File: src/hdl/iapm_pkg.sv
/*
  shared constants and carriers for the irq / power pin function mux.
  assumes a classic wishbone master on the same 20 MHz clock.
*/
package iapm_pkg;
  // register word offsets (byte addresses)
  localparam logic [3:0] IAPM_OFS_HOST = 4'h0;
  localparam logic [3:0] IAPM_OFS_POWER = 4'h4;
  localparam logic [3:0] IAPM_OFS_CHIP = 4'h8;
  localparam logic [3:0] IAPM_OFS_STATUS = 4'hc;
  // reset values
  localparam logic [7:0] IAPM_HOST_RST = 8'h00;
  localparam logic [7:0] IAPM_POWER_RST = 8'h00;
  localparam logic [7:0] IAPM_CHIP_RST = 8'h00;
  // field positions
  localparam int IAPM_IRQ14_LSB = 0;
  localparam int IAPM_IRQ15_LSB = 2;
  localparam int IAPM_RING_LSB = 1;
  localparam int IAPM_POFF_LSB = 3;
  localparam int IAPM_SUPPLY_BIT = 5;
  localparam int IAPM_PANEL_LSB = 6;
  localparam int IAPM_CLKSEL_BIT = 5;
  localparam int IAPM_ADDRESS_DECODE_OUTPUT_BIT = 0;
  localparam int IAPM_ADDRESS_WRITE_ENABLE_OUTPUT_BIT = 1;
  localparam int IAPM_KEYBOARD_RESET_BIT = 2;
  // function codes of a two bit select field
  typedef enum logic [1:0] {
    IAPM_SEL_NATIVE = 2'b00,
    IAPM_SEL_PORT = 2'b01,
    IAPM_SEL_ALT = 2'b10,
    IAPM_SEL_UART3 = 2'b11
  } iapm_sel_t;
  // one output pin: level and enable
  typedef struct packed {
    logic val;
    logic oe;
  } iapm_pin_t;
endpackage : iapm_pkg

File: src/hdl/iapm_mux.sv
/*
  pin function mux for irq14, irq15, phone ring, power off, supply control
  and panel switch pins, with its wishbone register file.
  assumes pins arrive asynchronously and peripheral signals on clk_i.
*/
`timescale 1ns/1ps
module iapm_mux
  import iapm_pkg::*;
#(
  parameter int SYNC_STAGES = 3
) (
  input wire logic clk_i,
  input wire logic rst_i,
  // wishbone slave
  input wire logic cyc_i,
  input wire logic stb_i,
  input wire logic we_i,
  input wire logic [3:0] adr_i,
  input wire logic [3:0] sel_i,
  input wire logic [31:0] dat_i,
  output logic [31:0] dat_o,
  output logic ack_o,
  // functions behind the pins
  input wire logic irq14_req_i,
  input wire logic irq15_req_i,
  input wire logic [3:0] port1_out_i, // bit4,bit5 drive; index 0 bit4, 1 bit5
  input wire logic [3:0] port2_out_i, // port2 bits 0..3 drive levels
  input wire logic [3:0] port2_oe_i, // port2 drive enables
  input wire logic [1:0] port1_oe_i, // port1 bit4/bit5 enables
  input wire logic address_decode_output_i,
  input wire logic address_write_enable_output_i,
  input wire logic power_led_output_i,
  input wire logic watchdog_output_i,
  input wire logic infrared_select_one_i,
  input wire logic infrared_select_two_i,
  input wire logic keyboard_reset_i,
  input wire logic power_off_interrupt_i,
  input wire logic kbc_sixteen_out_i,
  input wire logic kbc_sixteen_oe_i,
  input wire logic main_power_i, // main power present
  input wire logic supply_off_cmd_i, // power down command
  // pins, three signals each, except the panel switch pin which is input only
  output logic irq14_pin_o,
  output logic irq14_pin_oe_o,
  input wire logic irq14_pin_i,
  output logic irq15_pin_o,
  output logic irq15_pin_oe_o,
  input wire logic irq15_pin_i,
  output logic ring_pin_o,
  output logic ring_pin_oe_o,
  input wire logic ring_pin_i,
  output logic poff_pin_o,
  output logic poff_pin_oe_o,
  input wire logic poff_pin_i,
  output logic supply_pin_o,
  output logic supply_pin_oe_o,
  input wire logic supply_pin_i,
  input wire logic panel_pin_i,
  // sampled values to the functions
  output logic [5:0] port_in_o, // p1b4,p1b5,p2b0..p2b3
  output logic kbc_sixteen_in_o,
  output logic uart3_ring_input_o,
  output logic uart3_carrier_detect_o,
  output logic clk_is_24mhz_o,
  output logic power_on_request_o,
  output logic power_off_request_o
);
  // the agreement filter below is written for exactly three stages
  if (SYNC_STAGES != 3) begin : g_stage_check
    $error("SYNC_STAGES must be 3");
  end

  // registers
  logic [7:0] host_pin_function_select_q;
  logic [7:0] power_pin_function_select_q;
  logic [7:0] chip_configuration_word_q;
  logic supply_on_q; // supply control level
  logic ack_q;

  // field decode
  wire iapm_sel_t s14 = iapm_sel_t'(host_pin_function_select_q[IAPM_IRQ14_LSB +: 2]);
  wire iapm_sel_t s15 = iapm_sel_t'(host_pin_function_select_q[IAPM_IRQ15_LSB +: 2]);
  wire iapm_sel_t sring = iapm_sel_t'(power_pin_function_select_q[IAPM_RING_LSB +: 2]);
  wire iapm_sel_t spoff = iapm_sel_t'(power_pin_function_select_q[IAPM_POFF_LSB +: 2]);
  wire iapm_sel_t spanel = iapm_sel_t'(power_pin_function_select_q[IAPM_PANEL_LSB +: 2]);
  wire supply_is_port = power_pin_function_select_q[IAPM_SUPPLY_BIT];
  wire use_address_decode_output = chip_configuration_word_q[IAPM_ADDRESS_DECODE_OUTPUT_BIT];
  wire use_address_write_enable_output = chip_configuration_word_q[IAPM_ADDRESS_WRITE_ENABLE_OUTPUT_BIT];
  wire use_keyboard_reset = chip_configuration_word_q[IAPM_KEYBOARD_RESET_BIT];

  // input synchronisers: three stages, change on agreement of 2nd and 3rd
  logic [2:0] s1_q, s2_q, s3_q; // ring, panel, poff
  logic [2:0] clean_q; // filtered levels
  logic [2:0] s1_irq_q, s2_irq_q, s3_irq_q; // irq14, irq15, supply pins
  logic [2:0] clean_irq_q;
  wire [2:0] raw_a = {poff_pin_i, panel_pin_i, ring_pin_i};
  wire [2:0] raw_b = {supply_pin_i, irq15_pin_i, irq14_pin_i};
  wire [2:0] agree_a = ~(s2_q ^ s3_q);
  wire [2:0] agree_b = ~(s2_irq_q ^ s3_irq_q);
  wire [2:0] clean_d = (agree_a & s3_q) | (~agree_a & clean_q);
  wire [2:0] clean_irq_d = (agree_b & s3_irq_q) | (~agree_b & clean_irq_q);

  // pins are pulled high idle, so filters reset to one
  always_ff @(posedge clk_i) begin
    if (rst_i) begin
      s1_q <= 3'h7; s2_q <= 3'h7; s3_q <= 3'h7; clean_q <= 3'h7;
      s1_irq_q <= 3'h7; s2_irq_q <= 3'h7; s3_irq_q <= 3'h7; clean_irq_q <= 3'h7;
    end else begin
      s1_q <= raw_a; s2_q <= s1_q; s3_q <= s2_q; clean_q <= clean_d;
      s1_irq_q <= raw_b; s2_irq_q <= s1_irq_q; s3_irq_q <= s2_irq_q; clean_irq_q <= clean_irq_d;
    end
  end

  // edge detection on filtered levels
  logic ring_prev_q, panel_prev_q;
  wire ring_mode = (sring == IAPM_SEL_NATIVE);
  wire panel_mode = (spanel == IAPM_SEL_NATIVE);
  // ring is active low; each falling edge is one wake pulse
  wire ring_wake = ring_mode && ring_prev_q && !clean_q[0];
  wire panel_fall = panel_mode && panel_prev_q && !clean_q[1];
  wire on_req = panel_fall && !main_power_i;
  wire off_req = panel_fall && main_power_i;

  always_ff @(posedge clk_i) begin
    if (rst_i) begin
      ring_prev_q <= 1'b1;
      panel_prev_q <= 1'b1;
    end else begin
      ring_prev_q <= clean_q[0];
      panel_prev_q <= clean_q[1];
    end
  end

  // supply on latch: wake or switch-on sets, command or switch-off clears; set wins
  wire supply_on_d = (ring_wake || on_req) ? 1'b1 :
                     (off_req || supply_off_cmd_i) ? 1'b0 : supply_on_q;

  always_ff @(posedge clk_i) begin
    if (rst_i) supply_on_q <= 1'b0;
    else supply_on_q <= supply_on_d;
  end

  // irq14 pin selection
  always_comb begin
    irq14_pin_o = 1'b0;
    irq14_pin_oe_o = 1'b1;
    unique case (s14)
      IAPM_SEL_NATIVE: irq14_pin_o = irq14_req_i;
      IAPM_SEL_PORT: begin
        irq14_pin_o = use_address_decode_output ? address_decode_output_i : port1_out_i[0];
        irq14_pin_oe_o = use_address_decode_output | port1_oe_i[0];
      end
      IAPM_SEL_ALT: irq14_pin_o = power_led_output_i;
      IAPM_SEL_UART3: irq14_pin_o = infrared_select_one_i;
    endcase
  end

  // irq15 pin selection
  always_comb begin
    irq15_pin_o = 1'b0;
    irq15_pin_oe_o = 1'b1;
    unique case (s15)
      IAPM_SEL_NATIVE: irq15_pin_o = irq15_req_i;
      IAPM_SEL_PORT: begin
        irq15_pin_o = use_address_write_enable_output ? address_write_enable_output_i : port1_out_i[1];
        irq15_pin_oe_o = use_address_write_enable_output | port1_oe_i[1];
      end
      IAPM_SEL_ALT: irq15_pin_o = watchdog_output_i;
      IAPM_SEL_UART3: irq15_pin_o = infrared_select_two_i;
    endcase
  end

  // phone ring pin: driven only in port mode, by port bit or keyboard reset; input otherwise
  wire ring_port = (sring == IAPM_SEL_PORT);
  assign ring_pin_o = use_keyboard_reset ? keyboard_reset_i : port2_out_i[0];
  assign ring_pin_oe_o = ring_port & (use_keyboard_reset | port2_oe_i[0]);

  // power off pin selection
  always_comb begin
    poff_pin_o = 1'b0;
    poff_pin_oe_o = 1'b0;
    unique case (spoff)
      IAPM_SEL_NATIVE: begin
        poff_pin_o = power_off_interrupt_i;
        poff_pin_oe_o = 1'b1;
      end
      IAPM_SEL_PORT: begin
        poff_pin_o = port2_out_i[1];
        poff_pin_oe_o = port2_oe_i[1];
      end
      IAPM_SEL_ALT: begin
        poff_pin_o = kbc_sixteen_out_i;
        poff_pin_oe_o = kbc_sixteen_oe_i;
      end
      IAPM_SEL_UART3: poff_pin_oe_o = 1'b0; // input only
    endcase
  end

  // supply control pin
  assign supply_pin_o = supply_is_port ? port2_out_i[2] : supply_on_q;
  assign supply_pin_oe_o = supply_is_port ? port2_oe_i[2] : 1'b1;

  // samples back to functions; unselected ones see idle high
  assign port_in_o[0] = (s14 == IAPM_SEL_PORT) ? clean_irq_q[0] : 1'b1;
  assign port_in_o[1] = (s15 == IAPM_SEL_PORT) ? clean_irq_q[1] : 1'b1;
  assign port_in_o[2] = ring_port ? clean_q[0] : 1'b1;
  assign port_in_o[3] = (spoff == IAPM_SEL_PORT) ? clean_q[2] : 1'b1;
  assign port_in_o[4] = supply_is_port ? clean_irq_q[2] : 1'b1;
  assign port_in_o[5] = (spanel == IAPM_SEL_PORT) ? clean_q[1] : 1'b1;
  assign kbc_sixteen_in_o = (spoff == IAPM_SEL_ALT) ? clean_q[2] : 1'b1;
  assign uart3_ring_input_o = (spoff == IAPM_SEL_UART3) ? clean_q[2] : 1'b1;
  assign uart3_carrier_detect_o = (spanel == IAPM_SEL_UART3) ? clean_q[1] : 1'b1;
  assign clk_is_24mhz_o = chip_configuration_word_q[IAPM_CLKSEL_BIT];
  assign power_on_request_o = on_req;
  assign power_off_request_o = off_req;

  // wishbone decode
  wire req = cyc_i && stb_i && !ack_q;
  // a write lands at the edge where the master samples ack high, the same edge
  // at which it ends the cycle, so register and master agree on when it happened
  wire wr = cyc_i && stb_i && ack_q && we_i && sel_i[0];
  wire hit_host = adr_i == IAPM_OFS_HOST;
  wire hit_power = adr_i == IAPM_OFS_POWER;
  wire hit_chip = adr_i == IAPM_OFS_CHIP;
  wire hit_status = adr_i == IAPM_OFS_STATUS;
  wire [7:0] status_val = {4'h0, clean_q[1], main_power_i, clean_q[0], supply_on_q};
  wire [7:0] rd_val = hit_host ? host_pin_function_select_q :
                      hit_power ? power_pin_function_select_q :
                      hit_chip ? chip_configuration_word_q :
                      hit_status ? status_val : 8'h00;

  // register writes, one cycle ack
  always_ff @(posedge clk_i) begin
    if (rst_i) begin
      host_pin_function_select_q <= IAPM_HOST_RST;
      power_pin_function_select_q <= IAPM_POWER_RST;
      chip_configuration_word_q <= IAPM_CHIP_RST;
      ack_q <= 1'b0;
      dat_o <= 32'h0000_0000;
    end else begin
      ack_q <= req;
      if (req) dat_o <= {24'h00_0000, rd_val};
      if (wr && hit_host) host_pin_function_select_q <= dat_i[7:0];
      if (wr && hit_power) power_pin_function_select_q <= dat_i[7:0];
      if (wr && hit_chip) chip_configuration_word_q <= dat_i[7:0];
    end
  end
  assign ack_o = ack_q;

  // checks
  AST_IRQ14_NATIVE: assert property (@(posedge clk_i) disable iff (rst_i)
    (s14 == IAPM_SEL_NATIVE) |-> (irq14_pin_o == irq14_req_i && irq14_pin_oe_o))
    else $error("irq14 pin not carrying request");
  AST_IRQ15_WDT: assert property (@(posedge clk_i) disable iff (rst_i)
    (s15 == IAPM_SEL_ALT) |-> (irq15_pin_o == watchdog_output_i))
    else $error("irq15 pin not carrying watchdog");
  AST_ADDRESS_DECODE_OUTPUT: assert property (@(posedge clk_i) disable iff (rst_i)
    (s14 == IAPM_SEL_PORT && use_address_decode_output) |-> (irq14_pin_o == address_decode_output_i))
    else $error("decode output not on irq14 pin");
  AST_ADDRESS_WRITE_ENABLE_OUTPUT: assert property (@(posedge clk_i) disable iff (rst_i)
    (s15 == IAPM_SEL_PORT && use_address_write_enable_output) |-> (irq15_pin_o == address_write_enable_output_i))
    else $error("write enable not on irq15 pin");
  AST_CLKSEL: assert property (@(posedge clk_i) disable iff (rst_i)
    (wr && hit_chip) |=> (clk_is_24mhz_o == $past(dat_i[IAPM_CLKSEL_BIT])))
    else $error("clock select not updated");
  AST_RING_WAKE: assert property (@(posedge clk_i) disable iff (rst_i)
    (ring_mode && $fell(clean_q[0]) && !supply_is_port) |=> supply_pin_o)
    else $error("ring pulse did not switch supply on");
  AST_POFF_OE: assert property (@(posedge clk_i) disable iff (rst_i)
    (spoff == IAPM_SEL_UART3) |-> !poff_pin_oe_o)
    else $error("power off pin driven in uart mode");
  AST_SUPPLY: assert property (@(posedge clk_i) disable iff (rst_i)
    !supply_is_port |-> (supply_pin_o == supply_on_q && supply_pin_oe_o))
    else $error("supply pin wrong");
  AST_PANEL: assert property (@(posedge clk_i) disable iff (rst_i)
    (panel_mode && $fell(clean_q[1])) |-> (power_on_request_o == !main_power_i))
    else $error("panel edge misread");
  AST_RING_OE: assert property (@(posedge clk_i) disable iff (rst_i)
    ring_mode |-> !ring_pin_oe_o)
    else $error("ring pin driven while input");

  // further checks: irq14 led, irq15 and power off native codes, keyboard reset, panel edges and non-switch codes, unselected inputs
  AST_IRQ14_LED: assert property (@(posedge clk_i) disable iff (rst_i)
    (s14 == IAPM_SEL_ALT) |-> (irq14_pin_o == power_led_output_i && irq14_pin_oe_o))
    else $error("irq14 pin not carrying power led");
  AST_IRQ15_NATIVE: assert property (@(posedge clk_i) disable iff (rst_i)
    (s15 == IAPM_SEL_NATIVE) |-> (irq15_pin_o == irq15_req_i && irq15_pin_oe_o))
    else $error("irq15 pin not carrying request");
  AST_KEYBOARD_RESET: assert property (@(posedge clk_i) disable iff (rst_i)
    (ring_port && use_keyboard_reset) |-> (ring_pin_o == keyboard_reset_i && ring_pin_oe_o))
    else $error("keyboard reset not on ring pin");
  AST_POFF_NATIVE: assert property (@(posedge clk_i) disable iff (rst_i)
    (spoff == IAPM_SEL_NATIVE) |-> (poff_pin_o == power_off_interrupt_i && poff_pin_oe_o))
    else $error("power off pin not carrying interrupt");
  AST_PANEL_OFF: assert property (@(posedge clk_i) disable iff (rst_i)
    (panel_mode && $fell(clean_q[1])) |-> (power_off_request_o == main_power_i))
    else $error("panel edge misread as off");
  AST_PANEL_PORT: assert property (@(posedge clk_i) disable iff (rst_i)
    !panel_mode |-> !(power_on_request_o || power_off_request_o))
    else $error("panel request while pin not a switch");
  AST_UNSEL_RING: assert property (@(posedge clk_i) disable iff (rst_i)
    (spoff != IAPM_SEL_UART3) |-> uart3_ring_input_o)
    else $error("uart3 ring input active while unselected");
endmodule // iapm_mux

File: config.mk
export PLATFORM = sky130hd
export DESIGN_NAME = iapm_mux
export DESIGN_NICKNAME = d
export VERILOG_FILES = /design/src/hdl/iapm_pkg.sv /design/src/hdl/iapm_mux.sv
export SDC_FILE = /design/constraint.sdc
export NUM_CORES = 1
export LEC_CHECK = 0
export BUFFER_PORTS_ARGS = -buffer_cell sky130_fd_sc_hd__buf_2
export CAP_MARGIN = 20
export CORE_UTILIZATION = 42
export DETAILED_ROUTE_END_ITERATION = 7
export PLACE_DENSITY_LB_ADDON = 0.08
export SKIP_CTS_REPAIR_TIMING = 1
export SLEW_MARGIN = 20
export SYNTH_ARGS = -nofsm -noshare
export SYNTH_HDL_FRONTEND = slang
export SYNTH_SLANG_ARGS = --single-unit
File: constraint.sdc
create_clock -name clk_i -period 1.1 [get_ports clk_i]
set_input_delay 0 -clock clk_i [delete_from_list [all_inputs] [get_ports clk_i]]
set_output_delay 0 -clock clk_i [all_outputs]
set_load 0.05 [all_outputs]
Word-level counts from Yosys, hierarchy flattened

Cells that the tools add are included.

Register bits: 60
Input port bits: 79
Output and inout bits: 55
Logic and storage cells: 100

Equal/unequal tests: 15
Mux-type cells: 26
Bitwise logic cells: 16
Reduce and logical (&&, ||, !) cells: 27

Operators with widths:

| operator             | number |
|---|---|
| $mux W8              | 3 |
| $mux W1              | 18 |
| $eq A2 B2 Y1 const B | 7 |
| $logic_and A1 B1 Y1  | 14 |
| $and A3 B3 Y3        | 4 |
| $not A3 Y3           | 4 |
| $pmux W1 S4          | 3 |
| $eq A2 B1 Y1 const B | 5 |
| $logic_not A2 Y1     | 5 |
| $eq A4 B4 Y1 const B | 2 |
| $or A3 B3 Y3         | 2 |
| $xor A3 B3 Y3        | 2 |
| $eq A4 B3 Y1 const B | 1 |
| $logic_not A1 Y1     | 4 |
| $logic_not A4 Y1     | 1 |
| $mux W4              | 1 |
| $or A1 B1 Y1         | 3 |
| $pmux W1 S3          | 1 |
| $logic_or A1 B1 Y1   | 2 |
| $reduce_bool A2 Y1   | 1 |
| $and A1 B1 Y1        | 1 |

Longest topological paths before layout

Depth after elaboration: 7
Depth in mapped cells: 5
Mapped depth without buffers: 3

Worst setup path after synthesis

No wires, ideal clock.

Path kind: register -> register
Start: register power_pin_function_select_q[6]
End: register supply_on_q
Library setup time: 0.061 ns
Arrival: 1.720 ns
Required time: 1.039 ns
Slack: -0.682 ns
Cell stages (with the launch flop): 4
Buffers on the path: 0
Period minus slack after synthesis: 1.782 ns
Cells stage by stage: dfxtp_1 > nor4b_1 > nor2b_1 > o31a_1

Cells in the longest elaborated chain, start to end: 6
Elaborated cells on any way between the ends: 9
Those cells by class: mux (1); reduce/logical (8)

RTL lines:

| what                                                 | RTL line        | RTL |
|---|---|---|
| start: declaration                                   | iapm_mux.sv:75  | `logic [7:0] power_pin_function_select_q;` |
| start signal: assignment                             | iapm_mux.sv:244 | `if (wr && hit_power) power_pin_function_select_q <= dat_i[7:0];` |
| $logic_not A2 Y1 (*)                                 | iapm_mux.sv:117 | `wire panel_mode = (spanel == IAPM_SEL_NATIVE);` |
| $logic_and A1 B1 Y1 (*) (2 in a row)                 | iapm_mux.sv:120 | `wire panel_fall = panel_mode && panel_prev_q && !clean_q[1];` |
| $logic_and A1 B1 Y1 (*)                              | iapm_mux.sv:121 | `wire on_req = panel_fall && !main_power_i;` |
| named net power_on_request_o                         | iapm_mux.sv:65  | `output logic power_on_request_o,` |
| $logic_or A1 B1 Y1 (*)                               | iapm_mux.sv:135 | `wire supply_on_d = (ring_wake \|\| on_req) ? 1'b1 :` |
| $mux W1 / $reduce_bool A2 Y1 (equally long branches) | --              |  |
| end signal: assignment                               | iapm_mux.sv:140 | `else supply_on_q <= supply_on_d;` |
| end: declaration                                     | iapm_mux.sv:77  | `logic supply_on_q;` |

Mark *: on every way through the listed nets, which the timed path passes. The rest lies on a longest branch.
A chain may end at the register's enable or synchronous reset.

Worst setup path in the final report

Start: register chip_configuration_word_q[1]
End: output port irq15_pin_o

Cells in the longest elaborated chain, start to end: 2

RTL lines:

| what                     | RTL line        | RTL |
|---|---|---|
| start: declaration       | iapm_mux.sv:76  | `logic [7:0] chip_configuration_word_q;` |
| start signal: assignment | iapm_mux.sv:245 | `if (wr && hit_chip) chip_configuration_word_q <= dat_i[7:0];` |
| $mux W1                  | iapm_mux.sv:165 | `irq15_pin_o = use_address_write_enable_output ? address_write_enable_output_i : port1_out_i[1];` |
| $pmux W1 S4              | iapm_mux.sv:162 | `unique case (s15)` |
| end: declaration         | iapm_mux.sv:46  | `output logic irq15_pin_o,` |

Every way passes these cells.

==> key figures <==
Route
  – Vias: 2,352
  – DR WL/cell: between 10 and 15 µm
  – Antenna-violating nets left: 0
  – Pre-antenna DRT Iters: 6
  – Routed WL: just under 7 mm
  – DRT iter0 DRCs: roughly 130
  – Vias per inst: ~4.9
  – DRC Markers: 18

Placement
  – HPWL Detailed: between 4 and 5 mm
  – Placed instance area: 3440 µm²
  – Final GP Congestion: 0.721
  – I/O Buffers: 78
  – Placed insts: 450
  – Place WS: -0.166 ns

Layout
  – Fin util: 65.0%
  – # diodes: 0
  – Design area: 4170 µm²
  – Share of cells above drive strength 1: 50.5%
  – P&R area growth vs syn: 48.0%
  – Final instance count without filler cells: 483
  – Final net count: between 400 and 500

Floorplan
  – Std-Cell Rows: 29
  – Core region area: 6420 µm²
  – Die Footprint: 7050 µm²
  – Initial core utilization: a little over two fifths
  – Vert. Die Dim: 83.9 µm
  – DIE WIDTH: 83.9 µm
  – I/O Pins: approximately 130

Global route
  – Most Crowded Layer GR: met2
  – Grt total ovfl: 0
  – Met3 Usage GRT: around 4.5%
  – Grt met2 use: between 20% and 30%
  – Met1 usage: 23.1%
  – First-pass GRT wire length: 10.1 mm
  – Global-route usage over all layers: 18.3%
  – Vias in the first global route: 2,139
  – Largest net degree at the start of global routing: 35
  – Antenna violations before repair: 0

Pwr
  – Final Power: 4.95 mW
  – Worst IR Drop VDD: 0.696 mV
  – PwrDens: 1190 nW/µm²
  – P_leak: about 1.8 nW

Timing
  – Final slew viol count: 0
  – Period minus WS final: 1.60 ns
  – Unrepaired setup endpoints after global routing: true
  – Tcrit/Tclk final: 146%
  – Worst clock skew: approximately 0.0077 ns
  – Hold_ws: -0.0248 ns
  – Final WS setup: -0.503 ns
  – FMAX: 0.624 GHz
  – Final setup viols: 39
  – Setup TNS: -4.24 ns
  – Final hold vios: 10

Min path
  – Hold Path End: power_pin_function_select_q[3]
  – Worst Hold Class: in2reg
  – HP Start: dat_i[3]
  – Worst hold path depth: 3

Clock tree
  – Clock latency on the worst-skew pair: 0.34 ns
  – CTS Sinks: 60
  – H-tree levels: 3
  – Root Driver: clkbuf_8
  – CTS buffer count: 9
  – TritonCTS clock tree: built
  – Worst-path clk slew: about 0.07 ns
  – Clock tree buffer depth: 2

Setup path
  – CP startpoint kind: flip-flop
  – R2R cell count: 4
  – Worst-path maximum fanout: 2
  – R2R Path End: dat_o[6]
  – R2R Setup Slk: -0.11 ns
  – Worst path arrival time: 1.60 ns
  – Reg2reg start: ack_o
  – Worst Setup End Kind: output port
  – Critical path class: reg2out
  – CP Data Required Time: 1.10 ns

Synth
  – Seq cells post-synth: 60
  – Synth warnings: 0
  – Synth cell types: 35
  – EDFF count, synth: 0
  – Mapped Cells: around 290
  – Asr flop ratio synth: 0%
  – Post-synthesis sequential area ratio: 42.6%
  – Area contributors post-synth: dfxtp_1, mux2i_1, nand2b_1
  – Yosys top cell by area: dfxtp_1
  – Mapped Area: 2820 µm²
  – Synth top area share: a little over two fifths
  – Average cell area after synthesis: 9.79 µm²
  – Prevailing post-synth register cell: dfxtp_1

Status
  – Failing checks: design-rule violations, negative hold slack, negative setup slack
  – Outcome: finished with violations

Job
  – # Max-Cap Violations: 0
## registers in the layout, summed over array words and instances (netlist names), named ones only
signal                       flops
ack_o                            1
chip_configuration_word_q        8
dat_o                            8
host_pin_function_select_q       8
panel_prev_q                     1
power_pin_function_select_q      8
ring_prev_q                      1
s1_irq_q                         3
s1_q                             3
s2_irq_q                         3
s2_q                             3
s3_irq_q                         3
s3_q                             3
supply_on_q                      1
## power breakdown
part           internal, mW  total, mW  switching, mW
clock network          1.06       1.99          0.933
logic                 0.270      0.742          0.472
registers              2.19       2.22         0.0266
## layout make-up
cell class | count | area (µm²)
Sequential cell | 60 | 1250
Clock buffer | 9 | 124
Inverter | 1 | 3.75
Fill cell | 540 | 2250
Clock inverter | 7 | 75.1
Multi-Input combinational cell | 211 | 1630
Tap cell | 77 | 96.3
Timing Repair Buffer | 118 | 998
## worst max-delay path, cell delays in order, from the launching register on
cell and delay (ns):
dfxtp_2 0.34, mux2_4 0.29, mux4_2 0.47, buf_6 0.17
## how the worst max path moves through the flow
stage	from	slack, ns	end	depth (start not counted)
final	chip_configuration_word_q[1]	-0.50	irq15_pin_o	3
after global routing	chip_configuration_word_q[1]	-0.53	irq15_pin_o	3
after CTS	chip_configuration_word_q[1]	-0.55	irq15_pin_o	3
after detailed placement	chip_configuration_word_q[0]	-0.17	irq14_pin_o	3
after global placement	chip_configuration_word_q[1]	-0.16	irq15_pin_o	3
after floorplan	power_pin_function_select_q[6]	-0.16	supply_on_q	3
## logic make-up (layout without fill, tap and decap cells)
logic type      count (synthesis)  after routing  synth area share, %
other cells                     1             24                0.133
compound gates                 35             35                 8.30
buf+inv                        40            135                 9.23
mux                            31             31                 12.1
simple gates                  121            121                 27.7
flops                          60             60                 42.6
## synthesized netlist by cell type, types with 5 or more instances
cell type  count
a21oi_1        7
a311oi_1       8
and3b_1        9
buf_4         26
clkbuf_1       8
dfxtp_1       60
mux2i_1       25
nand2_1       13
nand2b_1      32
nand3b_1       7
nor2_1        16
o21ai_0       11
or2_2         20
or3b_2         5
## layer usage
| layer | wire [µm] | vias up |
|---|---|---|
| met5 | 0 | - |
| met4 | 120 | 0 |
| met3 | 353 | 10 |
| met2 | 3290 | 76 |
| met1 | 2980 | 1097 |
| li1 | - | 1169 |
## placed cells by master, fill, tap and decap left out, types with 5 or more instances in the layout
cell,instances
a21oi_1,6
a311oi_1,5
and3b_1,8
buf_12,5
buf_2,57
buf_4,20
buf_6,14
buf_8,11
clkbuf_8,9
conb_1,24
dfxtp_1,41
dfxtp_2,9
dfxtp_4,10
dlygate4sd3_1,9
mux2i_1,25
nand2_1,12
nand2b_1,31
nand3b_1,7
nor2_1,7
nor2_2,5
nor2_4,5
o21ai_0,9
or2_2,20
or3b_4,5
Power figures use the tool's default switching activity.
